### src/verilog/lmm_pkg.sv
// Package: constants, types and register map of the load monitor mode control
package lmm_pkg;

    // ==================================================================
    // Sizes
    localparam int AXES_DEF = 8;
    localparam int DALM_W_DEF = 8;
    localparam int CTL_W = 5;
    localparam int IRQ_W = 5;

    // ==================================================================
    // Register byte offsets
    localparam logic [4:0] OFS_STATUS = 5'h00;
    localparam logic [4:0] OFS_ALARM = 5'h04;
    localparam logic [4:0] OFS_WARN = 5'h08;
    localparam logic [4:0] OFS_CTRL = 5'h0C;
    localparam logic [4:0] OFS_IRQ_STAT = 5'h10;
    localparam logic [4:0] OFS_IRQ_EN = 5'h14;
    localparam logic [4:0] OFS_IRQ_CLR = 5'h18;

    // ==================================================================
    // Status register fields
    localparam int ST_EXEC = 0;
    localparam int ST_TEACH = 1;
    localparam int ST_MON = 2;
    localparam int ST_REJECT = 3;
    localparam int ST_ENABLE = 4;
    localparam int ST_AUTO = 5;
    localparam int ST_INPUTS = 8;

    // Alarm register fields
    localparam int ALM_AXIS = 0;
    localparam int ALM_DATA = 16;

    // ==================================================================
    // Control register
    localparam int CTRL_ENABLE = 0;
    localparam logic CTRL_RST = 1'h1;

    // ==================================================================
    // Interrupt bits
    localparam int IRQ_ENTER = 0;
    localparam int IRQ_LEAVE = 1;
    localparam int IRQ_REJECT = 2;
    localparam int IRQ_ALM_CLR = 3;
    localparam int IRQ_WRN_CLR = 4;
    localparam logic [IRQ_W-1:0] IRQ_EN_RST = 5'h00;

    // ==================================================================
    // Types
    typedef enum logic [1:0] {
        LMM_IDLE = 2'b00,
        LMM_TEACH = 2'b01,
        LMM_MONITOR = 2'b10,
        LMM_REJECT = 2'b11
    } lmm_mode_e;

    typedef struct packed {
        logic warn_rst;
        logic alarm_rst;
        logic mon_sel;
        logic teach_sel;
        logic load_watch_execute;
    } lmm_ctl_s;

endpackage

### src/verilog/lmm_top.sv
// Load monitor teaching/monitor mode control with alarm and warning reset
//
// Function
// - Execution rising during automatic operation activates teaching or monitoring.
// - Mode select inputs at activation choose teaching or monitoring.
// - Execution falling ends teaching or monitoring at once.
// - Execution is ignored while neither mode select is on.
// - Teaching entered only when teaching select on, then execution rises.
// - Monitoring entered only when monitor select on, then execution rises.
// - Alarm reset rising clears all alarm axis and data alarm bits.
// - Alarm reset also clears all warning bits.
// - Alarm reset touches only alarm and warning information and its clear interrupt status bits, never the mode.
// - Warning reset rising clears all warning axis bits.
// - Warning reset alone leaves alarm bits untouched.
`timescale 1ns/1ps
module lmm_top #(
    parameter int AXES = lmm_pkg::AXES_DEF,
    parameter int DALM_W = lmm_pkg::DALM_W_DEF
) (
    // Clock and reset
    input wire logic clk_in,
    input wire logic sys_rst_in,
    // Sequence program inputs
    input wire lmm_pkg::lmm_ctl_s seq_ctl_in,
    input wire logic auto_op_in,
    // Load monitor core events
    input wire logic [AXES-1:0] alarm_axis_set_in,
    input wire logic [DALM_W-1:0] data_alarm_set_in,
    input wire logic [AXES-1:0] warn_axis_set_in,
    // Mode outputs
    output logic exec_active_out,
    output logic teach_valid_out,
    output logic monitor_valid_out,
    // Alarm and warning information
    output logic [AXES-1:0] alarm_axis_out,
    output logic [DALM_W-1:0] data_alarm_out,
    output logic [AXES-1:0] warn_axis_out,
    // Interrupt
    output logic irq_out,
    // Avalon-MM slave
    input wire logic [4:0] avs_address_in,
    input wire logic avs_read_in,
    input wire logic avs_write_in,
    input wire logic [31:0] avs_writedata_in,
    input wire logic [3:0] avs_byteenable_in,
    output logic [31:0] avs_readdata_out,
    output logic avs_waitrequest_out
);

    // ==================================================================
    // Input edges, one sample per scan
    lmm_pkg::lmm_ctl_s ctl_rise;
    logic [lmm_pkg::CTL_W-1:0] ctl_rise_vec;

    lmm_rise #(
        .W(lmm_pkg::CTL_W)
    ) u_rise (
        .clk_in(clk_in),
        .sys_rst_in(sys_rst_in),
        .level_in(seq_ctl_in),
        .rise_out(ctl_rise_vec)
    );

    assign ctl_rise = lmm_pkg::lmm_ctl_s'(ctl_rise_vec);

    // ==================================================================
    // Control register
    logic ctrl_enable_q;
    logic ctrl_enable_d;

    // ==================================================================
    // Mode state machine
    lmm_pkg::lmm_mode_e mode_q;
    lmm_pkg::lmm_mode_e mode_d;
    logic act_q;
    logic teach_q;
    logic mon_q;
    wire logic exec_rise = ctl_rise.load_watch_execute;
    wire logic exec_level = seq_ctl_in.load_watch_execute;
    wire logic sel_teach_only = seq_ctl_in.teach_sel & ~seq_ctl_in.mon_sel;
    wire logic sel_mon_only = seq_ctl_in.mon_sel & ~seq_ctl_in.teach_sel;
    wire logic sel_both = seq_ctl_in.teach_sel & seq_ctl_in.mon_sel;
    wire logic start_ok = exec_rise & auto_op_in & ctrl_enable_q;

    always_comb begin
        mode_d = mode_q;
        case (mode_q)
            lmm_pkg::LMM_IDLE: begin
                if (start_ok && sel_teach_only) begin
                    mode_d = lmm_pkg::LMM_TEACH;
                end else if (start_ok && sel_mon_only) begin
                    mode_d = lmm_pkg::LMM_MONITOR;
                end else if (start_ok && sel_both) begin
                    mode_d = lmm_pkg::LMM_REJECT;
                end else begin
                    mode_d = lmm_pkg::LMM_IDLE;
                end
            end
            lmm_pkg::LMM_TEACH, lmm_pkg::LMM_MONITOR, lmm_pkg::LMM_REJECT: begin
                if (!exec_level) begin
                    mode_d = lmm_pkg::LMM_IDLE;
                end
            end
            default: begin
                mode_d = lmm_pkg::LMM_IDLE;
            end
        endcase
    end

    always_ff @(posedge clk_in) begin
        if (sys_rst_in) begin
            mode_q <= lmm_pkg::LMM_IDLE;
        end else begin
            mode_q <= mode_d;
        end
    end

    wire logic mode_active_q = (mode_q == lmm_pkg::LMM_TEACH) ||
        (mode_q == lmm_pkg::LMM_MONITOR);
    wire logic mode_active_d = (mode_d == lmm_pkg::LMM_TEACH) ||
        (mode_d == lmm_pkg::LMM_MONITOR);
    wire logic ev_enter = mode_active_d & ~mode_active_q;
    wire logic ev_leave = mode_active_q & ~mode_active_d;
    wire logic ev_reject = (mode_d == lmm_pkg::LMM_REJECT) &&
        (mode_q != lmm_pkg::LMM_REJECT);

    // ==================================================================
    // Alarm and warning information
    logic [AXES-1:0] alarm_axis;
    logic [DALM_W-1:0] data_alarm;
    logic [AXES-1:0] warn_axis;
    wire logic alarm_any = (|alarm_axis) | (|data_alarm);
    wire logic warn_any = |warn_axis;
    // Alarm reset only drives these clears; the mode machine never sees it
    wire logic alarm_clr = ctl_rise.alarm_rst & alarm_any;
    wire logic warn_clr = (ctl_rise.alarm_rst | ctl_rise.warn_rst) & warn_any;
    wire logic [AXES-1:0] alarm_axis_clr = {AXES{alarm_clr}};
    wire logic [DALM_W-1:0] data_alarm_clr = {DALM_W{alarm_clr}};
    wire logic [AXES-1:0] warn_axis_clr = {AXES{warn_clr}};

    lmm_flags #(
        .W(AXES)
    ) u_alarm_axis (
        .clk_in(clk_in),
        .sys_rst_in(sys_rst_in),
        .set_in(alarm_axis_set_in),
        .clr_in(alarm_axis_clr),
        .flag_out(alarm_axis)
    );

    lmm_flags #(
        .W(DALM_W)
    ) u_data_alarm (
        .clk_in(clk_in),
        .sys_rst_in(sys_rst_in),
        .set_in(data_alarm_set_in),
        .clr_in(data_alarm_clr),
        .flag_out(data_alarm)
    );

    lmm_flags #(
        .W(AXES)
    ) u_warn_axis (
        .clk_in(clk_in),
        .sys_rst_in(sys_rst_in),
        .set_in(warn_axis_set_in),
        .clr_in(warn_axis_clr),
        .flag_out(warn_axis)
    );

    // ==================================================================
    // Avalon-MM slave: one wait cycle per access
    logic wait_q;
    logic [31:0] rdata_q;
    logic [31:0] rdata_d;
    wire logic req = avs_read_in | avs_write_in;
    wire logic accept = req & ~wait_q;
    wire logic wr_lane0 = avs_write_in & accept & avs_byteenable_in[0];
    wire logic sel_ctrl = (avs_address_in == lmm_pkg::OFS_CTRL);
    wire logic sel_irq_en = (avs_address_in == lmm_pkg::OFS_IRQ_EN);
    wire logic sel_irq_clr = (avs_address_in == lmm_pkg::OFS_IRQ_CLR);
    wire logic wr_ctrl = wr_lane0 & sel_ctrl;
    wire logic wr_irq_en = wr_lane0 & sel_irq_en;
    wire logic wr_irq_clr = wr_lane0 & sel_irq_clr;

    assign ctrl_enable_d = wr_ctrl ? avs_writedata_in[lmm_pkg::CTRL_ENABLE] : ctrl_enable_q;

    // ==================================================================
    // Interrupt status, enable and clear
    logic [lmm_pkg::IRQ_W-1:0] irq_stat;
    logic [lmm_pkg::IRQ_W-1:0] irq_en_q;
    logic [lmm_pkg::IRQ_W-1:0] irq_en_d;
    logic [lmm_pkg::IRQ_W-1:0] irq_set;
    logic irq_q;
    wire logic [lmm_pkg::IRQ_W-1:0] irq_clr =
        wr_irq_clr ? avs_writedata_in[lmm_pkg::IRQ_W-1:0] : '0;

    always_comb begin
        irq_set = '0;
        irq_set[lmm_pkg::IRQ_ENTER] = ev_enter;
        irq_set[lmm_pkg::IRQ_LEAVE] = ev_leave;
        irq_set[lmm_pkg::IRQ_REJECT] = ev_reject;
        irq_set[lmm_pkg::IRQ_ALM_CLR] = alarm_clr;
        irq_set[lmm_pkg::IRQ_WRN_CLR] = warn_clr;
    end

    lmm_flags #(
        .W(lmm_pkg::IRQ_W)
    ) u_irq_stat (
        .clk_in(clk_in),
        .sys_rst_in(sys_rst_in),
        .set_in(irq_set),
        .clr_in(irq_clr),
        .flag_out(irq_stat)
    );

    assign irq_en_d = wr_irq_en ? avs_writedata_in[lmm_pkg::IRQ_W-1:0] : irq_en_q;

    // ==================================================================
    // Read words
    logic [31:0] status_word;
    logic [31:0] alarm_word;
    logic [31:0] warn_word;

    always_comb begin
        status_word = '0;
        status_word[lmm_pkg::ST_EXEC] = mode_active_q;
        status_word[lmm_pkg::ST_TEACH] = (mode_q == lmm_pkg::LMM_TEACH);
        status_word[lmm_pkg::ST_MON] = (mode_q == lmm_pkg::LMM_MONITOR);
        status_word[lmm_pkg::ST_REJECT] = (mode_q == lmm_pkg::LMM_REJECT);
        status_word[lmm_pkg::ST_ENABLE] = ctrl_enable_q;
        status_word[lmm_pkg::ST_AUTO] = auto_op_in;
        status_word[lmm_pkg::ST_INPUTS +: lmm_pkg::CTL_W] = seq_ctl_in;
        alarm_word = '0;
        alarm_word[lmm_pkg::ALM_AXIS +: AXES] = alarm_axis;
        alarm_word[lmm_pkg::ALM_DATA +: DALM_W] = data_alarm;
        warn_word = '0;
        warn_word[AXES-1:0] = warn_axis;
    end

    always_comb begin
        case (avs_address_in)
            lmm_pkg::OFS_STATUS: begin
                rdata_d = status_word;
            end
            lmm_pkg::OFS_ALARM: begin
                rdata_d = alarm_word;
            end
            lmm_pkg::OFS_WARN: begin
                rdata_d = warn_word;
            end
            lmm_pkg::OFS_CTRL: begin
                rdata_d = {31'h00000000, ctrl_enable_q};
            end
            lmm_pkg::OFS_IRQ_STAT: begin
                rdata_d = {27'h0000000, irq_stat};
            end
            lmm_pkg::OFS_IRQ_EN: begin
                rdata_d = {27'h0000000, irq_en_q};
            end
            default: begin
                rdata_d = 32'h00000000;
            end
        endcase
    end

    // ==================================================================
    // Registers
    always_ff @(posedge clk_in) begin
        if (sys_rst_in) begin
            wait_q <= 1'b1;
            rdata_q <= 32'h00000000;
        end else begin
            wait_q <= ~(req & wait_q);
            if (avs_read_in && wait_q) begin
                rdata_q <= rdata_d;
            end
        end
    end

    always_ff @(posedge clk_in) begin
        if (sys_rst_in) begin
            ctrl_enable_q <= lmm_pkg::CTRL_RST;
            irq_en_q <= lmm_pkg::IRQ_EN_RST;
            irq_q <= 1'b0;
            act_q <= 1'b0;
            teach_q <= 1'b0;
            mon_q <= 1'b0;
        end else begin
            ctrl_enable_q <= ctrl_enable_d;
            irq_en_q <= irq_en_d;
            irq_q <= |(irq_stat & irq_en_q);
            act_q <= mode_active_d;
            teach_q <= (mode_d == lmm_pkg::LMM_TEACH);
            mon_q <= (mode_d == lmm_pkg::LMM_MONITOR);
        end
    end

    // ==================================================================
    // Outputs
    assign exec_active_out = act_q;
    assign teach_valid_out = teach_q;
    assign monitor_valid_out = mon_q;
    assign alarm_axis_out = alarm_axis;
    assign data_alarm_out = data_alarm;
    assign warn_axis_out = warn_axis;
    assign irq_out = irq_q;
    assign avs_readdata_out = rdata_q;
    assign avs_waitrequest_out = wait_q;

endmodule

### src/verilog/lmm_rise.sv
// Per-bit rising edge detector on scan-synchronous inputs
`timescale 1ns/1ps
module lmm_rise #(
    parameter int W = 5
) (
    // Clock and reset
    input wire logic clk_in,
    input wire logic sys_rst_in,
    // Levels and edges
    input wire logic [W-1:0] level_in,
    output logic [W-1:0] rise_out
);

    // ==================================================================
    // Previous scan and edge per bit
    logic [W-1:0] prev_q;

    genvar i;
    generate
        for (i = 0; i < W; i++) begin : g_bit
            always_ff @(posedge clk_in) begin
                if (sys_rst_in) begin
                    prev_q[i] <= 1'b0;
                end else begin
                    prev_q[i] <= level_in[i];
                end
            end
            assign rise_out[i] = level_in[i] & ~prev_q[i];
        end
    endgenerate

endmodule

### src/verilog/lmm_flags.sv
// Bank of sticky flags, a set in the clearing cycle wins
`timescale 1ns/1ps
module lmm_flags #(
    parameter int W = 8
) (
    // Clock and reset
    input wire logic clk_in,
    input wire logic sys_rst_in,
    // Set and clear per bit
    input wire logic [W-1:0] set_in,
    input wire logic [W-1:0] clr_in,
    // Flags
    output logic [W-1:0] flag_out
);

    // ==================================================================
    // Flag per bit
    logic [W-1:0] flag_q;
    logic [W-1:0] flag_d;

    genvar i;
    generate
        for (i = 0; i < W; i++) begin : g_bit
            assign flag_d[i] = set_in[i] | (flag_q[i] & ~clr_in[i]);
            always_ff @(posedge clk_in) begin
                if (sys_rst_in) begin
                    flag_q[i] <= 1'b0;
                end else begin
                    flag_q[i] <= flag_d[i];
                end
            end
        end
    endgenerate

    assign flag_out = flag_q;

endmodule

### config.mk
export PLATFORM = sky130hd
export DESIGN_NAME = lmm_top
export DESIGN_NICKNAME = d
export VERILOG_FILES = /design/src/verilog/lmm_pkg.sv /design/src/verilog/lmm_top.sv /design/src/verilog/lmm_rise.sv /design/src/verilog/lmm_flags.sv
export SDC_FILE = /design/constraint.sdc
export NUM_CORES = 1
export LEC_CHECK = 0
export ABC_AREA = 1
export BUFFER_PORTS_ARGS = -buffer_cell sky130_fd_sc_hd__buf_2
export CORE_ASPECT_RATIO = 0.5
export CORE_MARGIN = 2
export CORE_UTILIZATION = 48
export DETAILED_ROUTE_END_ITERATION = 8
export PLACE_DENSITY = 0.82
export SLEW_MARGIN = 10
export SYNTH_ARGS = -nofsm -noshare
export SYNTH_HDL_FRONTEND = slang
export SYNTH_HIERARCHICAL = 1
export SYNTH_SLANG_ARGS = --single-unit
### constraint.sdc
create_clock -name clk_in -period 2.2 [get_ports clk_in]
set_clock_uncertainty 0.1 [all_clocks]
set_input_delay 0.44 -clock clk_in [delete_from_list [all_inputs] [get_ports clk_in]]
set_output_delay 0.44 -clock clk_in [all_outputs]
set_load 0.02 [all_outputs]
==> results.toml <==
[critical_path]
end_kind = "flop"
startpoint_type = "flop"
r2r_setup_slack_ns = 0.22
cp_common_cell = "inv_1"
slowest_delay_ns = 0.39
critPathMaxFanout = 4
required_ns = 2.36
crit_slowest_cell = "dfxtp_1"
path_class = "flop to flop"
worstPathArrival_ns = 2.14
path_cells = "inv_1 > ha_1 > nand2_1 > nor2_1 > a31oi_1 > inv_1 > ha_1 > inv_1 > nor2_1 > inv_1 > a21oi_1"

[clocking]
cts_tree = "yes"
cts-root-buf = "clkbuf_16"
numCtsBuffers = 9
holdBufCountCts = 0
cts_buffer_depth = 2
clock-sinks = 66
clkSlewWorstSetupHoldPaths_ns = 0.05
clkLatencyLatePin_ns = 0.32
cts_resized = 0
htreeDepth = 3
cts_setup_buffers = 0

[layout]
final_layout_size_suffix_gt1_share_pct = 29.2
final_cell_area_mm2 = 0.00399
final_nets = 615
area_growth_pct = 25.4
diodes = 0
final_core_util_pct = 64.0

[placed_design]
dp_slack_ns = 0.165
postPlaceCellArea_mm2 = 0.00370
routabilityCongestion = 0.893
port_buffers = 94
dpl.hpwl_um = 5850

[sta]
hold_violations = 0
slew_viol_final = 0
setup_viol = 0
finalWorstSetupSlack_ns = 0.220
max_freq_ghz = 0.505
fin_crit_ns = 1.98
post-route-period-util_pct = 90.0
rsz0062_at_grt = "no"
finalSetupTns_ns = 0

[global_route]
grt_util_met3_pct = 6.11
grt.overflow.total = 0
track_usage_pct = 21.1
grt_max_degree = 25
grt_pass1_vias = 2580
use_met2_pct = 35.0
grt_pass1_wl_um = 11800
gr-usage-met1_pct = 27.0
busiest_layer = "met2"
antenna_found_initial = 0

[drt]
drtAntennaViolNets = 0
drc_errors = 0
finalWirelength_um = 7610
dr.pass1.iters = 4
routedWlPerCell_um = 12.2
viasPerCell = 4.78
vias = 2990
drt_iter0_markers = 214

[worst_hold_path]
hold_path.class = "input port to flop"

[logic_synthesis]
netlist_area_mm2 = 0.00318
syn_area_per_cell_um2 = 7.36
syn_inst = 432
yosysWarningCount = 6

[floorplanning]
fp.dieH_um = 61.6
boundaryPins = 136
initial_core_util_pct = 51.0
coreArea_mm2 = 0.00623
dieArea_mm2 = 0.00733
num_rows = 20
fp.dieW_um = 119

[run_status]
status = "finished clean"

[pwr]
vdd_drop_max_v = 0.000388
p_per_area_mw_per_mm2 = 762
power_leakage_uw = 0.00205

[job]
maxCapViolCount = 0
## stage by stage
stage | std cells | total power, uW | hold WS, ns
finish | 625 | 3040 | 0.228
global route | 625 | 3170 | 0.237
CTS | 625 | 3070 | 0.218
detailed placement | 610 | 1710 | 0.342
global placement | 610 | 1700 | 0.334
floorplan | 442 | 1580 | 0.345
## flip-flops by register name, indices dropped and copies added (netlist names)
name,count
teach_valid_out,1
u_alarm_axis/flag_out,8
avs_readdata_out,21
exec_active_out,1
irq_out,1
u_warn_axis/flag_out,8
u_rise/prev_q,3
mode_q,2
ctrl_enable_q,1
avs_waitrequest_out,1
u_data_alarm/flag_out,8
u_irq_stat/flag_out,5
monitor_valid_out,1
irq_en_q,5
## worst paths after layout
| path | end | from | depth (start not counted) |
|---|---|---|---|
| worst max-delay path | u_irq_stat/flag_out[0] | mode_q[1] | 11 |
| worst min-delay path | avs_waitrequest_out | avs_read_in | 2 |
| worst max register to register | u_irq_stat/flag_out[0] | mode_q[1] | 11 |
| worst min register to register | avs_readdata_out[10] | avs_readdata_out[10] | 2 |
## cell usage in the layout, fill, tap and decap left out, types with 3 or more instances in the layout
| master | instances |
|---|---|
| o21ai_1 | 3 |
| nor2_1 | 27 |
| clkbuf_8 | 4 |
| a21oi_2 | 26 |
| dfxtp_1 | 66 |
| nor2_2 | 3 |
| nand4_1 | 13 |
| nand2_1 | 89 |
| inv_1 | 88 |
| buf_2 | 94 |
| a21oi_1 | 32 |
| buf_4 | 9 |
| clkbuf_16 | 9 |
| nand3_1 | 16 |
| conb_1 | 11 |
| o21ai_0 | 15 |
| ha_1 | 7 |
| nor4_1 | 4 |
## critical path: cells and delay by family (launching register included)
kind                     cells  cell delay (ns)
adder cells (fa/ha/maj)      2             0.51
AO/OA/AOI/OAI                2             0.38
AND/OR/NAND/NOR              3             0.22
buffers and inverters        4             0.31
flip-flops                   1             0.39
## power breakdown
part           switching (uW)  total, uW  internal (uW)
Combinational             255        390            134
Clock                     475       1350            874
Sequential               49.7       1300           1250
## layout make-up
type | instances | area, um^2
Inverter | 92 | 348
Fill cell | 576 | 2240
Clock buffer | 13 | 280
Clock inverter | 2 | 10.0
Multi-Input combinational cell | 261 | 1380
Timing Repair Buffer | 103 | 538
Sequential cell | 66 | 1320
Tap cell | 88 | 110
## layer usage
layer	up-vias	wire, um	share of wire (%)
li1	1533	-	-
met1	1351	3510	46
met4	0	65	0.85
met5	-	0	0
met3	7	505	6.6
met2	99	3530	46
(Power assumes the default switching activity.)
